**src/verilog/utc_pkg.sv**
```systemverilog
// package: register map, field positions and constants of the transmit control block
package utc_pkg;
  localparam logic [7:0] UTC_ADDR_W = 8'h08;
  // register byte addresses
  localparam logic [7:0] UTC_OFF_TSC   = 8'h00;
  localparam logic [7:0] UTC_OFF_DATA  = 8'h04;
  localparam logic [7:0] UTC_OFF_STAT  = 8'h08;
  localparam logic [7:0] UTC_OFF_MASK  = 8'h0C;
  localparam logic [7:0] UTC_OFF_BAUD  = 8'h10;
  // transmit_status_control bit positions
  localparam int UTC_B_NINTH = 0;
  localparam int UTC_B_EMPTY = 1;
  localparam int UTC_B_SPEED = 2;
  localparam int UTC_B_BRK   = 3;
  localparam int UTC_B_SYNC  = 4;
  localparam int UTC_B_TRANSMITTER_ENABLE  = 5;
  localparam int UTC_B_NINE  = 6;
  localparam int UTC_B_CLOCK_SOURCE_MASTER_SELECT  = 7;
  // reset values
  localparam logic [7:0]  UTC_TSC_RST  = 8'h02;
  localparam logic [15:0] UTC_BAUD_RST = 16'h0000;
  // interrupt status bits
  localparam int UTC_I_DONE = 0;
  localparam int UTC_I_BRK  = 1;
  localparam int UTC_I_LOAD = 2;
  localparam int UTC_NIRQ   = 3;
  // low speed range divides each bit into 16 ticks, high speed into 4
  localparam logic [4:0] UTC_TICKS_LO = 5'h10;
  localparam logic [4:0] UTC_TICKS_HI = 5'h04;
  // break frame is start plus 12 low bits
  localparam logic [3:0] UTC_BRK_BITS = 4'hC;
  typedef enum logic [3:0] {
    UTC_IDLE  = 4'b0001,
    UTC_START = 4'b0010,
    UTC_DATA  = 4'b0100,
    UTC_STOP  = 4'b1000
  } utc_state_t;
endpackage

```
**src/verilog/utc_cfg_if.sv**
```systemverilog
// interface: configuration from register file to shifter
`timescale 1ns/10ps
interface utc_cfg_if;
  logic        tx_en;
  logic        sync_mode;
  logic        speed_hi;
  logic        nine_bit;
  logic        clk_master;
  logic [15:0] baud_div;
  logic        load;
  logic [8:0]  load_data;
  logic        brk_req;
  logic        busy;
  logic        done;
  logic        brk_done;
  modport regs (output tx_en, sync_mode, speed_hi, nine_bit, clk_master, baud_div,
                output load, load_data, brk_req, input busy, done, brk_done);
  modport shft (input tx_en, sync_mode, speed_hi, nine_bit, clk_master, baud_div,
                input load, load_data, brk_req, output busy, done, brk_done);
endinterface

```
**src/verilog/utc_shifter.sv**
```systemverilog
// transmit shifter: frames bytes or breaks onto the serial pins
`timescale 1ns/10ps
module utc_shifter
  import utc_pkg::*;
(
  input  wire logic clk_sys,
  input  wire logic rst,
  input  wire logic sclk_in,
  utc_cfg_if.shft   cfg,
  output logic      tx_out,
  output logic      sclk_out,
  output logic      sclk_oe
);
  typedef struct packed {
    utc_state_t st;
    logic [9:0] sh;
    logic [3:0] cnt;
    logic [15:0] div;
    logic [4:0] tick;
    logic       brk;
    logic       tx;
    logic       sck;
    logic       s1;
    logic       s2;
    logic       s3;
    logic       done;
    logic       bdone;
  } utc_shft_t;
  utc_shft_t q, d;
  logic bit_end;
  logic ext_fall;
  always_comb begin
    d = q;
    d.done = 1'b0;
    d.bdone = 1'b0;
    d.s1 = sclk_in;
    d.s2 = q.s1;
    d.s3 = q.s2;
    ext_fall = q.s3 & ~q.s2;
    bit_end = 1'b0;
    if (q.st != UTC_IDLE) begin
      if (cfg.sync_mode && !cfg.clk_master) begin
        bit_end = ext_fall;
      end else if (q.div == cfg.baud_div) begin
        d.div = 16'h0000;
        if (cfg.sync_mode) begin
          d.sck = ~q.sck;
          bit_end = q.sck;
        end else begin
          d.tick = q.tick + 5'h01;
          if (q.tick == (cfg.speed_hi ? UTC_TICKS_HI : UTC_TICKS_LO) - 5'h01) begin
            d.tick = 5'h00;
            bit_end = 1'b1;
          end
        end
      end else begin
        d.div = q.div + 16'h0001;
      end
    end
    case (q.st)
      UTC_IDLE: begin
        d.tx = 1'b1;
        d.sck = 1'b0;
        if (cfg.load && cfg.tx_en) begin
          d.sh = {1'b1, cfg.load_data};
          d.brk = cfg.brk_req & ~cfg.sync_mode;
          d.div = 16'h0000;
          d.tick = 5'h00;
          d.st = cfg.sync_mode ? UTC_DATA : UTC_START;
          d.cnt = cfg.nine_bit ? 4'h9 : 4'h8;
          if (cfg.sync_mode) begin
            d.tx = cfg.load_data[0];
            d.sh = {2'b11, cfg.load_data[8:1]};
          end else begin
            d.tx = 1'b0;
          end
          if (d.brk) d.cnt = UTC_BRK_BITS;
        end
      end
      UTC_START: if (bit_end) begin
        d.st = UTC_DATA;
        d.tx = q.brk ? 1'b0 : q.sh[0];
        d.sh = {1'b1, q.sh[9:1]};
        d.cnt = q.cnt - 4'h1;
      end
      UTC_DATA: if (bit_end) begin
        if (q.cnt == 4'h0 || (cfg.sync_mode && q.cnt == 4'h1)) begin
          d.st = cfg.sync_mode ? UTC_IDLE : UTC_STOP;
          d.tx = 1'b1;
          d.done = cfg.sync_mode;
        end else begin
          d.tx = q.brk ? 1'b0 : q.sh[0];
          d.sh = {1'b1, q.sh[9:1]};
          d.cnt = q.cnt - 4'h1;
        end
      end
      UTC_STOP: if (bit_end) begin
        d.st = UTC_IDLE;
        d.done = 1'b1;
        d.bdone = q.brk;
        d.brk = 1'b0;
      end
      default: d.st = UTC_IDLE;
    endcase
    if (!cfg.tx_en) begin
      d.st = UTC_IDLE;
      d.tx = 1'b1;
      d.brk = 1'b0;
    end
  end
  always_ff @(posedge clk_sys or posedge rst) begin
    if (rst) begin
      q <= '{st: UTC_IDLE, tx: 1'b1, default: '0};
    end else begin
      q <= d;
    end
  end
  assign tx_out   = q.tx;
  assign sclk_out = q.sck;
  assign sclk_oe  = cfg.sync_mode & cfg.clk_master & cfg.tx_en;
  assign cfg.busy = (q.st != UTC_IDLE);
  assign cfg.done = q.done;
  assign cfg.brk_done = q.bdone;
endmodule

```
**src/verilog/utc_top.sv**
```systemverilog
// apb register file of the transmit status and control block
`timescale 1ns/10ps
module utc_top
  import utc_pkg::*;
(
  input  wire logic        clk_sys,
  input  wire logic        rst,
  input  wire logic        psel,
  input  wire logic        penable,
  input  wire logic        pwrite,
  input  wire logic [7:0]  paddr,
  input  wire logic [31:0] pwdata,
  output logic [31:0]      prdata,
  output logic             pready,
  output logic             pslverr,
  input  wire logic        sclk_in,
  output logic             tx_out,
  output logic             sclk_out,
  output logic             sclk_oe,
  output logic             irq
);
  typedef struct packed {
    logic [7:0]  tsc;
    logic [15:0] baud;
    logic [UTC_NIRQ-1:0] stat;
    logic [UTC_NIRQ-1:0] mask;
    logic [8:0]  hold;
    logic        full;
    logic [31:0] rdata;
    logic        s1;
    logic        s2;
  } utc_regs_t;
  utc_regs_t q, d;
  utc_cfg_if cfg ();
  logic wr;
  logic rd;
  logic acc;
  logic [UTC_NIRQ-1:0] ev;
  function automatic logic mapped(input logic [7:0] a);
    mapped = (a == UTC_OFF_TSC) || (a == UTC_OFF_DATA) || (a == UTC_OFF_STAT) ||
             (a == UTC_OFF_MASK) || (a == UTC_OFF_BAUD);
  endfunction
  assign acc = psel & penable;
  assign wr  = acc & pwrite & mapped(paddr);
  assign rd  = psel & ~penable & ~pwrite;
  always_comb begin
    d = q;
    d.s1 = sclk_in;
    d.s2 = q.s1;
    ev = '0;
    ev[UTC_I_DONE] = cfg.done;
    ev[UTC_I_BRK]  = cfg.brk_done;
    ev[UTC_I_LOAD] = q.full & ~cfg.busy & q.tsc[UTC_B_TRANSMITTER_ENABLE];
    if (ev[UTC_I_LOAD]) d.full = 1'b0;
    if (cfg.brk_done) d.tsc[UTC_B_BRK] = 1'b0;
    if (wr) begin
      if (paddr == UTC_OFF_TSC) begin
        d.tsc = {pwdata[7:2], q.tsc[UTC_B_EMPTY], pwdata[0]};
      end else if (paddr == UTC_OFF_DATA) begin
        d.hold = {q.tsc[UTC_B_NINTH], pwdata[7:0]};
        d.full = 1'b1;
      end else if (paddr == UTC_OFF_STAT) begin
        d.stat = q.stat & ~pwdata[UTC_NIRQ-1:0];
      end else if (paddr == UTC_OFF_MASK) begin
        d.mask = pwdata[UTC_NIRQ-1:0];
      end else begin
        d.baud = pwdata[15:0];
      end
    end
    d.stat = d.stat | ev;
    d.tsc[UTC_B_EMPTY] = ~cfg.busy & ~(ev[UTC_I_LOAD]);
    if (rd) begin
      if (paddr == UTC_OFF_TSC) begin
        d.rdata = {24'h00_0000, q.tsc};
      end else if (paddr == UTC_OFF_DATA) begin
        d.rdata = {23'h00_0000, q.hold};
      end else if (paddr == UTC_OFF_STAT) begin
        d.rdata = {29'h0000_0000, q.stat};
      end else if (paddr == UTC_OFF_MASK) begin
        d.rdata = {29'h0000_0000, q.mask};
      end else if (paddr == UTC_OFF_BAUD) begin
        d.rdata = {16'h0000, q.baud};
      end else begin
        d.rdata = 32'h0000_0000;
      end
    end
  end
  always_ff @(posedge clk_sys or posedge rst) begin
    if (rst) begin
      q <= '0;
      q.tsc <= UTC_TSC_RST;
      q.baud <= UTC_BAUD_RST;
    end else begin
      q <= d;
    end
  end
  assign cfg.tx_en      = q.tsc[UTC_B_TRANSMITTER_ENABLE];
  assign cfg.sync_mode  = q.tsc[UTC_B_SYNC];
  assign cfg.speed_hi   = q.tsc[UTC_B_SPEED];
  assign cfg.nine_bit   = q.tsc[UTC_B_NINE];
  assign cfg.clk_master = q.tsc[UTC_B_CLOCK_SOURCE_MASTER_SELECT] & q.tsc[UTC_B_SYNC];
  assign cfg.baud_div   = q.baud;
  assign cfg.load       = ev[UTC_I_LOAD];
  assign cfg.load_data  = q.hold;
  assign cfg.brk_req    = q.tsc[UTC_B_BRK];
  utc_shifter u_shft (
    .clk_sys  (clk_sys),
    .rst      (rst),
    .sclk_in  (q.s2),
    .cfg      (cfg.shft),
    .tx_out   (tx_out),
    .sclk_out (sclk_out),
    .sclk_oe  (sclk_oe)
  );
  assign prdata  = q.rdata;
  assign pready  = acc;
  assign pslverr = acc & ~mapped(paddr);
  assign irq     = |(q.stat & q.mask);
endmodule
```
**config.mk**
```make
export PLATFORM = sky130hd
export DESIGN_NAME = utc_top
export DESIGN_NICKNAME = d
export VERILOG_FILES = /design/src/verilog/utc_pkg.sv /design/src/verilog/utc_cfg_if.sv /design/src/verilog/utc_shifter.sv /design/src/verilog/utc_top.sv
export SDC_FILE = /design/constraint.sdc
export NUM_CORES = 1
export LEC_CHECK = 0
export BUFFER_PORTS_ARGS = -buffer_cell sky130_fd_sc_hd__buf_2
export CAP_MARGIN = 20
export CORE_ASPECT_RATIO = 1.2
export CORE_MARGIN = 2
export CORE_UTILIZATION = 50
export CTS_CLUSTER_DIAMETER = 50
export DETAILED_ROUTE_END_ITERATION = 8
export MAX_ROUTING_LAYER = met4
export PLACE_DENSITY = 0.71
export SYNTH_ARGS = -nofsm -noshare
export SYNTH_HDL_FRONTEND = slang
export SYNTH_SLANG_ARGS = --single-unit
```
**constraint.sdc**
```tcl
create_clock -name clk_sys -period 6.15 [get_ports clk_sys]
set_input_delay 0.3075 -clock clk_sys [delete_from_list [all_inputs] [get_ports clk_sys]]
set_output_delay 0.3075 -clock clk_sys [all_outputs]
set_load 0.05 [all_outputs]
```
==> reports/metrics.csv <==
metric,value,unit
wire_per_inst,16.73,µm
ioPinCount,84,
initial_core_util,51.50,%
synthCells,560,
cts.root.buffer_cell,clkbuf_16,
antennaDiodeCount,0,
ys_types,69,
fin_nets,635,
vias,4106,
fin_skew,7.983,ps
fp.dieW,101.3,µm
finalSetupViolations,0,
routed_wl,12.06,mm
peakVddDrop,0.1293,mV
combPwrFrac,8.6,%
synth_top_family_by_area,simple AND/OR/NAND/NOR gates,
clockBufferDepth,2,
synthAdderAreaFrac,1.101,%
netlist_area,5683,µm²
crit_arrival,3060,ps
total_power,0.001377,W
hold_violations,0,
grt_max_degree,79,
synthMuxAreaShare,11.43,%
grt_first_pass_wirelength,19.80,mm
synth_seq_cells,105,
synth_edf_count,0,
hold_buffers,1,
h-tree-depth,3,
cap_violations,0,
cp-start-kind,register,
drtPass1Iterations,5,
die_y,120.8,µm
fmax,353.3,MHz
route.detailed.drc,0,
hp-class,in -> reg,
p_seq_share,51.7,%
viasPerCell,5.695,
cts.sinks,105,
dieArea,12240,µm²
yosysSeqAreaShare,46.30,%
grtUsageTotal,21.20,%
grt-ovfl-total,0,
synth_area_leaders,"dfrtp_1 (45%), mux2_2 (8.5%), buf_4 (5.0%)",
grt_use_met2,33.73,%
path_clk_slew,70,ps
drtAntennaViolNets,0,
cts_resized,0,
rsz0062_at_grt,no,
synth_most_common_cell,dfrtp_1,
ys_async_sr_fraction,100.0,%
period_needed,2830,ps
ys_warn_count,0,
drtIter0Drc,205,
synth_top_area_cell,dfrtp_1,
clk_latency,350,ps
synth_top_area_share,44.91,%
worstPathRequired,6380,ps
coreArea,11040,µm²
slew_viol_final,0,
relSlewSlack,36.89,%
critPathKind,reg -> reg,
rows,42,
synth-simple-area-share,16.82,%
antenna_found_initial,0,
post-cts-setup-buffers,0,
synth_compound_gate_area_share,13.52,%
met3_usage,2.543,%
synth_xor_area_share,2.906,%
dp_hpwl,8.683,mm
globalplace.congestion,0.8712,
tns,0,ps
grt_pass1_vias,4016,
drive_above_1_share,24.11,%
power.switching,0.0003586,W
p_leak,2.780,nW
worstPathMaxFanout,14,
numCtsBuffers,9,
swShare,26.04,%
status,"finished, final reports clean",
cts_tree,yes,
grt_use_met1,27.65,%
ys_top_cells_by_count,"dfrtp_1 (102), nand2_1 (49), a21oi_1 (43), mux2_2 (43), buf_4 (38)",
grt-busiest-layer,met2,
portBuffers,51,
end_kind,register,
syn_area_per_cell,10.15,µm²
fin_crit_sh,46.02,%
synthToLayoutAreaGrowth,7.177,%
power_per_cell_area,226.2,nW/µm²
tightest_slew,946.6,ps
p_int,0.001019,W
yosys_most_used_dff,dfrtp_1,
pwr-share-clk,39.7,%
## sequential cells by signal (all words and copies together), names as in the netlist
register             flops
cfg.nine_bit             1
q                       11
u_shft.cfg.done          1
d                        1
cfg.brk_req              1
cfg.sync_mode            1
cfg.load_data            9
u_shft.cfg.brk_done      1
u_shft.sclk_out          1
cfg.speed_hi             1
u_shft.tx_out            1
u_shft.d                 2
u_shft.q                41
prdata                  16
cfg.baud_div            16
cfg.tx_en                1
## area by class of cell
cell class	instances	area, µm²
fill	967	4945
multi-input combinational	399	2661
sequential	105	2631
timing repair buffer	58	307.8
clock buffer	10	239.0
tap	132	165.2
inverter	11	43.79
clock inverter	6	42.54
## cell families (layout without fill, tap and decap cells)
logic type / count (synthesis) / count (layout)
and+or+nand+nor: 184 / 184
AOI/OAI and AO/OA: 117 / 117
DFF: 105 / 105
buffers and inverters: 71 / 85
muxes: 59 / 59
xor gates and xnor gates: 18 / 18
adders and majority gates: 5 / 5
other: 1 / 16
## cell usage in the layout, fill, tap and decap left out, types with 10 or more instances in the layout
cell type  synthesis  final
dfrtp_1          102    102
o21ai_0           26     26
conb_1             1     16
nand3_1           28     28
buf_2              5     51
mux2_2            43     43
xnor2_1           16     16
mux2i_1           15     15
a21oi_1           43     43
inv_1             11     10
nand4_1           10     10
nand2_1           49     49
nor2_1            37     37
## worst max-delay path: stages (launching register included)
cell and delay (ps):
dfrtp_1 480, nor2b_1 310, o21a_1 540, a41oi_2 300, nor2_1 660, mux2_2 410
## power by group through the flow
stage                     registers [W]  logic (W)  clock network [W]
after floorplan                0.000723   0.000106                  0
after global placement         0.000725   0.000118                  0
after detailed placement       0.000726   0.000119                  0
after CTS                      0.000712   0.000120           0.000559
after global routing           0.000714   0.000129           0.000580
final                          0.000712   0.000118           0.000547
## metrics by stage
step / std cells / setup slack [ps] / utilization, % / instance area, µm² / hold WS [ps]
after floorplan: 575 / 3087 / - / 5739 / 331.2
after global placement: 703 / 3187 / 52.51 / 5794 / 306.6
after detailed placement: 703 / 3171 / 52.51 / 5794 / 311.8
after CTS: 720 / 3305 / 55.15 / 6086 / 51.91
after global routing: 721 / 3151 / 55.19 / 6091 / 56.49
final: 721 / 3320 / 55.19 / 6091 / 58.04
## routing by layer
metal / share of wire, % / up-vias
met5: 0 / -
met4: 1.7 / 0
met3: 3.3 / 13
met2: 49 / 86
met1: 46 / 2015
li1: - / 1992
## path summary, 6_finish.rpt
path / slack [ps] / cells after the start / start / to
setup / recovery: 3320 / 5 / u_shft.q[45]$_DFFE_PP0P_ / u_shft.q[41]$_DFFE_PP0P_
hold / removal: 60 / 1 / sclk_in / d[0]$_DFF_PP0_
setup reg to reg: 3320 / 5 / u_shft.q[45]$_DFFE_PP0P_ / u_shft.q[41]$_DFFE_PP0P_
hold reg to reg: 350 / 0 / u_shft.d[3]$_DFF_PP0_ / u_shft.d[2]$_DFF_PP0_
max in group asynchronous: 4420 / 4 / rst / cfg.baud_div[2]$_DFFE_PP0P_
min in group asynchronous: 470 / 3 / rst / u_shft.q[9]$_DFF_PP0_
Note: power is estimated with default switching activity, not from simulation.
